`config.mk`:
```
export PLATFORM = sky130hd
export DESIGN_NAME = aot_regs
export DESIGN_NICKNAME = d
export VERILOG_FILES = /design/src/hw/aot_regs.v /design/src/hw/aot_fuse_loader.v
export VERILOG_INCLUDE_DIRS = /design/src /design/src/hw
export SDC_FILE = /design/constraint.sdc
export NUM_CORES = 1
export LEC_CHECK = 0
export ABC_AREA = 1
export BUFFER_PORTS_ARGS = -buffer_cell sky130_fd_sc_hd__buf_2
export CAP_MARGIN = 10
export CORE_UTILIZATION = 55
export DETAILED_ROUTE_END_ITERATION = 6
export HOLD_SLACK_MARGIN = 0.05
export PLACE_DENSITY = 0.8
export SYNTH_ARGS = -nofsm -noshare
export SYNTH_HDL_FRONTEND = slang
export SYNTH_HIERARCHICAL = 1
export SYNTH_SLANG_ARGS = --single-unit
```
`constraint.sdc`:
```
create_clock -name pclk -period 2.4 [get_ports pclk]
set_input_delay 0.48 -clock pclk [delete_from_list [all_inputs] [get_ports pclk]]
set_output_delay 0.48 -clock pclk [all_outputs]
set_load 0.03 [all_outputs]
```
`src/hw/aot_defines.vh`:
```
`ifndef AOT_DEFINES_VH
`define AOT_DEFINES_VH

// ==========================================
// widths
`define AOT_ADDR_W 12
`define AOT_IDX_W 10
`define AOT_PDATA_W 32
`define AOT_DATA_W 16
`define AOT_TRIM_W 12
`define AOT_NREG 5
`define AOT_SEL_W 3
`define AOT_STRB_W 4

// ==========================================
// register indices, byte address is four times the index
`define AOT_IDX_CORE2_SECOND 10'h336
`define AOT_IDX_CORE3_THIRD 10'h338
`define AOT_IDX_CORE3_FOURTH 10'h33a
`define AOT_IDX_CORE4 10'h33c
`define AOT_IDX_CORE5 10'h33e

// ==========================================
// register numbers inside the bank and in fuse memory
`define AOT_N_CORE2_SECOND 3'h0
`define AOT_N_CORE3_THIRD 3'h1
`define AOT_N_CORE3_FOURTH 3'h2
`define AOT_N_CORE4 3'h3
`define AOT_N_CORE5 3'h4
`define AOT_N_LAST 3'h4

// ==========================================
// reset values
`define AOT_RESET_VAL 16'h0000
`define AOT_TRIM_RESET 12'h000
`define AOT_PRDATA_RESET 32'h00000000
`define AOT_UPPER_ZERO 16'h0000
`define AOT_BYTE_OFS 2'h0

// ==========================================
// fuse loader states
`define AOT_ST_REQ 2'h0
`define AOT_ST_WAIT 2'h1
`define AOT_ST_DONE 2'h2

`endif

```
`src/hw/aot_regs.v`:
```
// Chosen here: register access over APB.
`timescale 1ns/1ps
`include "aot_defines.vh"

// ==========================================
// offset trim register bank, apb slave
module aot_regs
(
	input wire pclk,
	input wire presetn,
	input wire psel,
	input wire penable,
	input wire pwrite,
	input wire [`AOT_ADDR_W-1:0] paddr,
	input wire [`AOT_PDATA_W-1:0] pwdata,
	input wire [`AOT_STRB_W-1:0] pstrb,
	output reg [`AOT_PDATA_W-1:0] prdata,
	output wire pready,
	output wire pslverr,
	output wire fuse_rd,
	output wire [`AOT_SEL_W-1:0] fuse_addr,
	input wire [`AOT_DATA_W-1:0] fuse_data,
	input wire [`AOT_TRIM_W-1:0] core2_first_input_offset,
	input wire core2_sample_second,
	input wire core3_sample_fourth,
	output reg [`AOT_TRIM_W-1:0] core2_applied_offset,
	output reg [`AOT_TRIM_W-1:0] core3_applied_offset,
	output reg [`AOT_TRIM_W-1:0] core4_applied_offset,
	output reg [`AOT_TRIM_W-1:0] core5_applied_offset,
	output wire trim_load_done
);

	// ==========================================
	// decode helpers

	// index of register number n
	function [`AOT_IDX_W-1:0] aot_index_of;
		input [`AOT_SEL_W-1:0] n;
		begin
			case (n)
				`AOT_N_CORE2_SECOND: aot_index_of = `AOT_IDX_CORE2_SECOND;
				`AOT_N_CORE3_THIRD: aot_index_of = `AOT_IDX_CORE3_THIRD;
				`AOT_N_CORE3_FOURTH: aot_index_of = `AOT_IDX_CORE3_FOURTH;
				`AOT_N_CORE4: aot_index_of = `AOT_IDX_CORE4;
				default: aot_index_of = `AOT_IDX_CORE5;
			endcase
		end
	endfunction

	// true when a byte address selects register number n
	function aot_hit;
		input [`AOT_ADDR_W-1:0] addr;
		input [`AOT_SEL_W-1:0] n;
		begin
			aot_hit = (addr == {aot_index_of(n), `AOT_BYTE_OFS});
		end
	endfunction

	// ==========================================
	// fuse loading

	wire load_we;
	wire [`AOT_SEL_W-1:0] load_sel;
	wire [`AOT_DATA_W-1:0] load_data;
	wire load_busy;
	reg load_busy_d_reg;
	reg load_busy_d2_reg;

	// factory trims are copied in before the bus is served
	aot_fuse_loader u_loader
	(
		.pclk(pclk),
		.presetn(presetn),
		.fuse_rd(fuse_rd),
		.fuse_addr(fuse_addr),
		.fuse_data(fuse_data),
		.load_we(load_we),
		.load_sel(load_sel),
		.load_data(load_data),
		.load_busy(load_busy)
	);

	// two extra cycles: the last trim lands, then a waiting read recaptures it
	always @(posedge pclk or negedge presetn)
	begin
		if (!presetn)
		begin
			load_busy_d_reg <= 1'b1;
			load_busy_d2_reg <= 1'b1;
		end
		else
		begin
			load_busy_d_reg <= load_busy;
			load_busy_d2_reg <= load_busy_d_reg;
		end
	end

	assign trim_load_done = ~load_busy & ~load_busy_d_reg & ~load_busy_d2_reg;

	// ==========================================
	// apb handshake

	reg err_reg;
	wire setup_phase;
	wire access_done;
	wire bus_write;
	wire [`AOT_NREG-1:0] hit_vec;
	wire [`AOT_DATA_W-1:0] val_flat [0:`AOT_NREG-1];

	// bus is held off while fuses are loading
	assign pready = penable & trim_load_done;
	assign setup_phase = psel & ~(penable & pready);
	assign access_done = psel & penable & pready;
	assign bus_write = access_done & pwrite;
	assign pslverr = access_done & err_reg;

	// ==========================================
	// register storage, one word per trim
	genvar gi;
	generate
		for (gi = 0; gi < `AOT_NREG; gi = gi + 1)
		begin : g_trim
			reg [`AOT_DATA_W-1:0] val_reg;
			wire bus_we;
			wire fuse_we;

			assign hit_vec[gi] = aot_hit(paddr, gi[`AOT_SEL_W-1:0]);
			assign bus_we = bus_write & hit_vec[gi];
			assign fuse_we = load_we & (load_sel == gi[`AOT_SEL_W-1:0]);
			assign val_flat[gi] = val_reg;

			// fuse value first, later bus writes overwrite it
			always @(posedge pclk or negedge presetn)
			begin
				if (!presetn)
					val_reg <= `AOT_RESET_VAL;
				else if (fuse_we)
					val_reg <= load_data;
				else if (bus_we)
				begin
					// reserved bits stored as written
					if (pstrb[0])
						val_reg[7:0] <= pwdata[7:0];
					if (pstrb[1])
						val_reg[15:8] <= pwdata[15:8];
				end
			end
		end
	endgenerate

	// ==========================================
	// read data and error, captured before the access edge
	reg [`AOT_DATA_W-1:0] rd_mux;
	integer ri;

	// select the addressed word, zero if none
	always @*
	begin
		rd_mux = `AOT_RESET_VAL;
		for (ri = 0; ri < `AOT_NREG; ri = ri + 1)
		begin
			if (hit_vec[ri])
				rd_mux = val_flat[ri];
		end
	end

	// prdata follows the addressed register until the access completes
	always @(posedge pclk or negedge presetn)
	begin
		if (!presetn)
		begin
			prdata <= `AOT_PRDATA_RESET;
			err_reg <= 1'b0;
		end
		else if (setup_phase)
		begin
			prdata <= {`AOT_UPPER_ZERO, rd_mux};
			err_reg <= ~(|hit_vec);
		end
	end

	// ==========================================
	// applied offsets to the converter cores

	// input selects come from same-clock steering logic
	always @(posedge pclk or negedge presetn)
	begin
		if (!presetn)
		begin
			core2_applied_offset <= `AOT_TRIM_RESET;
			core3_applied_offset <= `AOT_TRIM_RESET;
			core4_applied_offset <= `AOT_TRIM_RESET;
			core5_applied_offset <= `AOT_TRIM_RESET;
		end
		else
		begin
			// core 2 picks its second-input trim when on that pair
			if (core2_sample_second)
				core2_applied_offset <= val_flat[`AOT_N_CORE2_SECOND][`AOT_TRIM_W-1:0];
			else
				core2_applied_offset <= core2_first_input_offset;
			// core 3 picks third or fourth input trim
			if (core3_sample_fourth)
				core3_applied_offset <= val_flat[`AOT_N_CORE3_FOURTH][`AOT_TRIM_W-1:0];
			else
				core3_applied_offset <= val_flat[`AOT_N_CORE3_THIRD][`AOT_TRIM_W-1:0];
			// core 4 trim regardless of input
			core4_applied_offset <= val_flat[`AOT_N_CORE4][`AOT_TRIM_W-1:0];
			// core 5 trim, unsigned as stored
			core5_applied_offset <= val_flat[`AOT_N_CORE5][`AOT_TRIM_W-1:0];
		end
	end

endmodule

```
`src/hw/aot_fuse_loader.v`:
```
`timescale 1ns/1ps
`include "aot_defines.vh"

// ==========================================
// fuse loader: copies factory trims into the bank after reset
module aot_fuse_loader
(
	input wire pclk,
	input wire presetn,
	output reg fuse_rd,
	output reg [`AOT_SEL_W-1:0] fuse_addr,
	input wire [`AOT_DATA_W-1:0] fuse_data,
	output reg load_we,
	output reg [`AOT_SEL_W-1:0] load_sel,
	output reg [`AOT_DATA_W-1:0] load_data,
	output wire load_busy
);

	// loader states
	localparam [1:0] ST_REQ = `AOT_ST_REQ;
	localparam [1:0] ST_WAIT = `AOT_ST_WAIT;
	localparam [1:0] ST_DONE = `AOT_ST_DONE;

	reg [1:0] state_reg;
	reg [`AOT_SEL_W-1:0] cnt_reg;

	assign load_busy = (state_reg != ST_DONE);

	// walk the fuse words one by one, rom answers one cycle after the read
	always @(posedge pclk or negedge presetn)
	begin
		if (!presetn)
		begin
			state_reg <= ST_REQ;
			cnt_reg <= `AOT_N_CORE2_SECOND;
			fuse_rd <= 1'b0;
			fuse_addr <= `AOT_N_CORE2_SECOND;
			load_we <= 1'b0;
			load_sel <= `AOT_N_CORE2_SECOND;
			load_data <= `AOT_RESET_VAL;
		end
		else
		begin
			fuse_rd <= 1'b0;
			load_we <= 1'b0;
			case (state_reg)
				ST_REQ:
				begin
					fuse_rd <= 1'b1;
					fuse_addr <= cnt_reg;
					state_reg <= ST_WAIT;
				end
				ST_WAIT:
				begin
					if (!fuse_rd)
					begin
						load_we <= 1'b1;
						load_sel <= cnt_reg;
						load_data <= fuse_data;
						if (cnt_reg == `AOT_N_LAST)
							state_reg <= ST_DONE;
						else
						begin
							cnt_reg <= cnt_reg + 3'h1;
							state_reg <= ST_REQ;
						end
					end
				end
				ST_DONE:
					state_reg <= ST_DONE;
				default:
					state_reg <= ST_DONE;
			endcase
		end
	end

endmodule

```
---- Word level (Yosys, flattened, before mapping) ----
Index checks and enable logic that the tools add are counted.
word-level totals
  logic and storage cells ................. 120
  register bits after elaboration ......... 176
  bits of input ports ..................... 83
  output and inout port bits .............. 87
cells by class
  reductions and logical operators ........ 30
  eq/ne operators ......................... 13
  multiplexer cells ....................... 25
  bitwise operators ....................... 26
  $add $sub $neg .......................... 1
operators with widths
  cell                                                                    count
  16-bit two-way mux                                                      15
  12-bit equality test (second input constant)                            5
  2-bit nonzero test                                                      15
  12-bit two-way mux                                                      2
  2-bit AND reduction                                                     11
  1-bit AND                                                               19
  8-bit two-way mux                                                       2
  1-bit NOT                                                               7
  3-bit by 2-bit equality test with 1-bit output (second input constant)  2
  3-bit equality test (second input constant)                             2
  5-bit OR reduction                                                      1
  2-bit two-way mux                                                       2
  2-bit inequality test (second input constant)                           2
  2-bit one-hot mux with 2 select lines                                   1
  3-bit by 1-bit adder with 3-bit output (second input constant)          1
  3-bit by 1-bit equality test with 1-bit output (second input constant)  1
  3-bit zero test                                                         1
  1-bit two-way mux                                                       3
  3-bit AND reduction                                                     1
  2-bit by 1-bit equality test with 1-bit output (second input constant)  1
  2-bit zero test                                                         1

---- Logic depth before layout (Yosys ltp) ----
Gate-level depths: netlist (run 1).
  depth in word-level cells ............... 10
  mapped depth ............................ 12
  gate-level depth less buffers ........... 11

---- By module ----
The synthesis (run 1) kept the hierarchy.
by module, submodules not included
  module           area an instance (um2)  sequential area each (um2)  instances  cells an instance
  aot_regs         7178.1                  3681.0                      1          957
  aot_fuse_loader  1132.3                  725.7                       1          122

---- Worst setup path before layout (run 1) ----
No wires, ideal clock.
  kind .................................... reg2out
  start point ............................. register u_loader.state_reg[0]
  end point ............................... output pslverr
  setup slack ............................. 0.309 ns
  buffers on the path ..................... 0
  required time ........................... 1.920 ns
  stages on the path, launching flop included .. 5
  arrival time ............................ 1.611 ns
  cell sequence ........................... dfrtp_1 or2_2 inv_1 nand3_1 nor3_1
between the ends
  word-level cells in the longest chain between the ends .. 7
ends and longest elaborated chain
  what                    line                  text
  from (decl)             aot_fuse_loader.v:24  reg [1:0] state_reg;
  from (signal assigned)  aot_fuse_loader.v:34  state_reg <= ST_REQ;
  from (signal assigned)  aot_fuse_loader.v:51  state_reg <= ST_WAIT;
  from (signal assigned)  aot_fuse_loader.v:61  state_reg <= ST_DONE;
  2-bit inequality test   aot_fuse_loader.v:27  assign load_busy = (state_reg != ST_DONE);
  named net load_busy     aot_regs.v:65         wire load_busy;
  1-bit NOT               aot_regs.v:98         assign trim_load_done = ~load_busy & ~load_busy_d_reg & ~load_busy_d2_reg;
  1-bit AND (2 in a row)  aot_regs.v:98
  1-bit AND               aot_regs.v:111        assign pready = penable & trim_load_done;
  1-bit AND               aot_regs.v:113        assign access_done = psel & penable & pready;
  1-bit AND               aot_regs.v:115        assign pslverr = access_done & err_reg;
  to (decl)               aot_regs.v:19         output wire pslverr,
The timed path passes the listed nets, and every way through them passes these cells.

---- Final worst setup path (run 1) ----
Ends and elaborated chain as after synthesis.

==> results of run 1 <==
## cell usage in the layout, fill, tap and decap left out, drive strengths merged, types with 3 or more instances in the layout
| cell type | n |
|---|---|
| a21oi | 52 |
| inv | 88 |
| clkbuf | 21 |
| buf | 166 |
| o21ai | 126 |
| nand2 | 399 |
| dfrtp | 174 |
| nand3 | 65 |
| conb | 16 |
| o21bai | 3 |
| nor2 | 92 |
| bufinv | 3 |
| clkinv | 5 |
| a22oi | 8 |
## final cells by class
| cell class | instances | area [sq um] | area share [%] |
|---|---|---|---|
| Inverter | 86 | 322.8 | 3.269 |
| Timing Repair Buffer | 167 | 989.7 | 10.02 |
| Sequential cell | 176 | 4407 | 44.63 |
| Clock inverter | 11 | 155.1 | 1.571 |
| Multi-Input combinational cell | 771 | 3319 | 33.62 |
| Clock buffer | 21 | 450.4 | 4.562 |
| Tap cell | 184 | 230.2 | 2.331 |
## per-layer routing
| metal | GRT usage [%] | wire length, um | vias to the layer above |
|---|---|---|---|
| li1 | - | - | 3654 |
| met1 | 40.88 | 9545 | 3499 |
| met2 | 52.05 | 10920 | 373 |
| met3 | 5.885 | 2014 | 79 |
| met4 | 18.08 | 1125 | 0 |
| met5 | 0 | 0 | - |
## power by group
part           switching [mW]  total, mW  internal, mW
combinational           0.459      0.638         0.179
sequential             0.0608       3.16          3.10
clock                    1.19       2.86          1.68
## worst max-delay path, delay by kind of cell (launching register included)
kind	cells	cell delay, ps
flip-flops	1	430
AND/OR/NAND/NOR	3	640
buffers and inverters	2	260
## cell families (layout without fill, tap and decap cells)
logic type,count (synthesis),after routing,share of synthesized area (%)
AO/OA/AOI/OAI,190,190,11.79
adder cells (fa/ha/maj),2,2,0.3011
buffers and inverters,147,285,7.829
flip-flops,176,176,53.03
other,1,16,0.04512
AND/OR/NAND/NOR,563,563,27.01
## metrics by stage
step           cell area (sq um)  power (mW)
2_1_floorplan               8367       3.570
3_3_place_gp                9246       3.829
3_5_place_dp                9246       3.844
4_1_cts                     9862       6.682
5_1_grt                     9874       6.901
6_report                    9874       6.665
## synth_stat cells, types with 3 or more instances
cell type / count / area (sq um)
nand3_2: 3 / 30.03
nand2_1: 399 / 1498
dfrtp_1: 174 / 4354
o21ai_0: 126 / 630.6
inv_1: 83 / 311.6
nand3_1: 62 / 310.3
buf_2: 7 / 35.03
a22oi_1: 8 / 60.06
clkbuf_1: 31 / 116.4
buf_4: 22 / 165.2
nor2_1: 90 / 337.8
o21bai_1: 3 / 22.52
a21oi_1: 52 / 260.3
## how the worst min path moves through the flow
stage / from / end / slack [ps] / cells past startpoint
2_1_floorplan: presetn / core2_applied_offset[0] / 180 / 0
3_3_place_gp: g_trim[4].val_reg[11] / core5_applied_offset[11] / 360 / 0
3_5_place_dp: g_trim[3].val_reg[1] / core4_applied_offset[1] / 360 / 0
4_1_cts: fuse_data[7] / u_loader/load_data[7] / 220 / 3
5_1_grt: fuse_data[8] / u_loader/load_data[8] / 230 / 3
6_report: fuse_data[7] / u_loader/load_data[7] / 230 / 3
## what timing repair did
| action | in CTS | in global routing |
|---|---|---|
| hold buffers | 1 | 0 |
| resized for setup | 0 | 3 |
| endpoints found under the hold margin | 46 | 0 |
| setup endpoints to repair | 0 | 19 |
==> results.md, run 1 <==
- Final Core Density: 67.43%
- Drt pass-1 iters: 7
- RR Endpoint: g_trim[0].val_reg[11]
- CP required: 1920 ps
- CTS Buf Count: 17
- R2r setup slk: 220 ps
- Worst reg2reg path depth: 8
- Pwr/cell area: 675.0 nW/um^2
- GP Congestion: 0.9716
- Distinct cells, synth: 26
- Synthesized area: 8310 sq um
- Sum Neg Setup Slack: 0 ps
- Seq/Total Area, Yosys: 53.03%
- Final Hold Fails: 0
- Synth-to-layout area growth: 18.82%
- Max clock buf depth: 2
- Max cap viols: 0
- Hold_ws: 226.9 ps
- Antenna violations before repair: 0
- Outcome: finished with violations
- Clk sinks: 176
- Core region area: 14640 sq um
- Fin cells: 1416
- Mapped Cells: 1079
- GRT Util Overall: 32.08%
- Max Clock Freq: 0.4452 GHz
- DR vias/cell: 5.371
- Worst Setup End Kind: primary output
- CP max FO: 5
- PortBufs: 135
- Chip width: 124.9 um
- Failing checks: design-rule violations
- Worst VDD drop: 0.0005077 V
- Initial DRC count: 782
- Placed insts: 1383
- Skew final: 11.62 ps
- N_diodes: 0
- Capture point of the critical path: pslverr
- Minimum clock period: 2246 ps
- Effective utilization at floorplan: 56.75%
- Vias in the first global route: 7163
- Final setup violation count: 0
- Slew @ Worst Pin: 564.9 ps
- Reg-to-Reg Start: u_loader/state_reg[0]
- Clock slew at reported path FFs: 70 ps
- H-tree levels: 4
- Synth Flop Type: dfrtp_1
- Post-synth EDFFs: 0
- Largest net degree at the start of global routing: 59
- Vias: 7605
- Static Leak: 5.439 nW
- Post-CTS setup buffer count: 0
- RSZ-0062 raised after global routing: false
- CP max stage delay: 430 ps
- Hold/Removal Path Class: in -> reg
- TritonCTS clock tree: yes
- Seq cells post-synth: 176
- DRC violations left: 18
- PnR worst setup slack: 153.8 ps
- CP arrival: 1770 ps
- Critical path's slowest cell: dfrtp_1
- WL final: 23600 um
- Max reg flops: 80
- Filler Cells Inserted: 1207
- Total gr overflow: 0
- Worst setup startpoint: u_loader/state_reg[0]
- Clk_lat worst skew: 440 ps
- Rows: 44
- Clock tree root buffer cell: clkbuf_16
- Nets@finish: 1304
- Worst rel slew slack: 62.20%
- Proportion of layout cells with a drive suffix above 1: 16.88%
- Per-cell routed wire length: 16.67 um
- Total die area: 15610 sq um
- DP HPWL: 16970 um
- CP Cell Sequence: or2_2, inv_1, nand3_2, nor3_2, buf_4
- I/O pins: 170
- Ys async rst share: 100.0%
- Die Ht: 124.9 um
- Dpl ws: 202.4 ps
- Crit Path Class: reg -> out
- First-pass GRT wire length: 37290 um
- CP startpoint kind: register
- Final ANT Viol Nets: 0
- Ys Warns: 6
- Synth Area per Inst: 7.702 sq um
- Crit share post-route: 93.59%
- Slew Limit Fails: 0
Power figures use the tool's default switching activity.
==> inputs of run 2 (changes only) <==
--- a/config.mk
+++ b/config.mk
@@ -7,10 +7,11 @@
 export NUM_CORES = 1
 export LEC_CHECK = 0
 export ABC_AREA = 1
-export BUFFER_PORTS_ARGS = -buffer_cell sky130_fd_sc_hd__buf_2
 export CAP_MARGIN = 10
-export CORE_UTILIZATION = 55
+export CORE_UTILIZATION = 64
+export CTS_CLUSTER_SIZE = 24
 export DETAILED_ROUTE_END_ITERATION = 6
+export DONT_BUFFER_PORTS = 1
 export HOLD_SLACK_MARGIN = 0.05
 export PLACE_DENSITY = 0.8
 export SYNTH_ARGS = -nofsm -noshare
==> run 2 against run 1 <==
Against the previous run:
- the flow finishes with violations (negative hold slack)
- utilization grew 4.8 points
- final cell count down 10%
- register-to-register slack gained 100 ps
- non-clock buffer count fell by 135
- total power shrank 4.1%
- clock power fell by 2%
- via count shrank 5.1%
- first-iteration DRC count rose by 23%
- routed wire length down 5.8%
- critical path type unchanged
==> results.md, run 2 (synthesized netlist as in run 1, its figures left out) <==
- Final ANT Viol Nets: 0 (unchanged)
- Worst VDD drop: 0.0004976 V (was 0.0005077 V)
- Worst Setup End Kind: primary output (unchanged)
- Failing checks: negative hold slack (was design-rule violations)
- First-pass GRT wire length: 34470 um (was 37290 um)
- CP max FO: 4 (was 5)
- Vias in the first global route: 6655 (was 7163)
- Skew final: 5.990 ps (was 11.62 ps)
- Pwr/cell area: 701.1 nW/um^2 (was 675.0 nW/um^2)
- Core region area: 12620 sq um (was 14640 sq um)
- Clock slew at reported path FFs: 60 ps (was 70 ps)
- RSZ-0062 raised after global routing: false (unchanged)
- DR vias/cell: 5.692 (was 5.371)
- Static Leak: 4.859 nW (was 5.439 nW)
- Dpl cell area: 8492 sq um (was 9246 sq um)
- CP startpoint kind: register (unchanged)
- Max reg flops: 80 (unchanged)
- CTS Buf Count: 17 (unchanged)
- Drt pass-1 iters: 5 (was 7)
- Largest net degree at the start of global routing: 177 (was 59)
- GRT Util Overall: 35.44% (was 32.08%)
- CP arrival: 1870 ps (was 1770 ps)
- Outcome: finished with violations (unchanged)
- Filler Cells Inserted: 1040 (was 1207)
- DP HPWL: 15670 um (was 16970 um)
- Clk sinks: 176 (unchanged)
- Total gr overflow: 0 (unchanged)
- PortBufs: 0 (was 135)
- Fin area: 9119 sq um (was 9874 sq um)
- Max cap viols: 0 (unchanged)
- N_diodes: 0 (unchanged)
- CP max stage delay: 370 ps (was 430 ps)
- Critical path's slowest cell: dfrtp_1 (unchanged)
- Most used cell, CP: buf_4
- Minimum clock period: 2352 ps (was 2246 ps)
- Clock tree root buffer cell: clkbuf_16 (unchanged)
- Die Ht: 116.0 um (was 124.9 um)
- WL final: 22240 um (was 23600 um)
- CP required: 1920 ps (about the same)
- Max clock buf depth: 2 (unchanged)
- Initial DRC count: 958 (was 782)
- PnR worst setup slack: 48.06 ps (was 153.8 ps)
- Rows: 41 (was 44)
- CP Cell Sequence: inv_2, or2_2, inv_1, nand3_2, buf_4, nor3_2, buf_4 (was or2_2, inv_1, nand3_2, nor3_2, buf_4)
- Effective utilization at floorplan: 65.85% (was 56.75%)
- Worst rel slew slack: 61.91% (was 62.20%)
- Slew @ Worst Pin: 569.2 ps (was 564.9 ps)
- Hold/Removal Path Class: in -> async (was in -> reg)
- Most common cell after layout, fill and taps aside: nand2_1 (unchanged)
- I/O pins: 170 (unchanged)
- Total die area: 13440 sq um (was 15610 sq um)
- Commonest cells after routing, fill and taps aside: nand2_1, dfrtp_1, o21ai_0 (was nand2_1, dfrtp_1, buf_2)
- Slew Limit Fails: 0 (unchanged)
- GP Congestion: 0.9898 (was 0.9716)
- H-tree levels: 4 (unchanged)
- Nets@finish: 1169 (was 1304)
- Hold_ws: -262.5 ps (was 226.9 ps)
- Max Clock Freq: 0.4252 GHz (was 0.4452 GHz)
- TritonCTS clock tree: yes (unchanged)
- Sum Neg Setup Slack: 0 ps (unchanged)
- Per-cell routed wire length: 17.54 um (was 16.67 um)
- Synth-to-layout area growth: 9.726% (was 18.82%)
- Dpl ws: 283.5 ps (was 202.4 ps)
- Final setup violation count: 0 (unchanged)
- Crit share post-route: 98.00% (was 93.59%)
- Final Hold Fails: 174 (was 0)
- Crit Path Class: reg -> out (unchanged)
- Chip width: 116.0 um (was 124.9 um)
- Clk_lat worst skew: 440 ps (about the same)
- Antenna violations before repair: 1 (was 0)
- DRC violations left: 0 (was 18)
- Vias: 7217 (was 7605)
- Proportion of layout cells with a drive suffix above 1: 6.843% (was 16.88%)
[run 2: per-layer routing]
| layer | wire, um | vias to the layer above | track usage, % | share of wire, % |
|---|---|---|---|---|
| li1 | - | 3398 | - | - |
| met1 | 8466 | 3328 | 45.31 | 38 |
| met2 | 10090 | 405 | 53.53 | 45 |
| met5 | 0 | - | 0 | 0 |
| met3 | 2503 | 86 | 10.04 | 11 |
| met4 | 1182 | 0 | 22.05 | 5.3 |
[run 2: final timing paths]
| path | from | to | slack, ps | depth (start not counted) |
|---|---|---|---|---|
| worst min-delay path | presetn | core3_applied_offset[3] | -260 | 0 |
| worst max register to register | u_loader/state_reg[1] | g_trim[0].val_reg[10] | 320 | 9 |
| min in group pclk | core3_sample_fourth | core3_applied_offset[10] | 120 | 1 |
| worst max-delay path | u_loader/state_reg[1] | pslverr | 50 | 7 |
| max in group asynchronous | presetn | load_busy_d2_reg | 2270 | 0 |
| worst min register to register | g_trim[3].val_reg[6] | core4_applied_offset[6] | 370 | 0 |
[run 2: report_power, final]
group	internal (mW)	switching (mW)
sequential	3.10	0.177
combinational	0.102	0.212
clock	1.66	1.14
[run 2: worst max-delay path: cells and delay by family, from the launching register on]
kind | cells | cell delay [ps]
buffers and inverters | 4 | 520
DFF | 1 | 370
and+or+nand+nor | 3 | 550
[run 2: timing repair]
item,4_1_cts,5_1_grt
endpoints found under the setup margin,1,1
pin swaps,0,0
hold endpoints to repair,176,176
setup buffers,2,0
resized for setup,1,1
[run 2: layout make-up]
class	count	area [sq um]	share of cell area, %
Timing Repair Buffer	32	252.7	2.772
Inverter	86	322.8	3.540
Multi-Input combinational cell	771	3319	36.40
Clock inverter	8	103.9	1.139
Tap cell	172	215.2	2.360
Sequential cell	176	4407	48.33
Clock buffer	23	498.0	5.461
[run 2: through the flow]
| step | utilization, % | hold slack [ps] | cells | total power [mW] |
|---|---|---|---|---|
| floorplan | - | 184.4 | 1094 | 3.570 |
| CTS | 72.22 | -277.4 | 1268 | 6.405 |
| finish | 72.26 | -262.5 | 1268 | 6.393 |
| global route | 72.26 | -276.5 | 1268 | 6.589 |
| global placement | 67.29 | 187.5 | 1235 | 3.625 |
| detailed placement | 67.29 | 187.5 | 1235 | 3.640 |
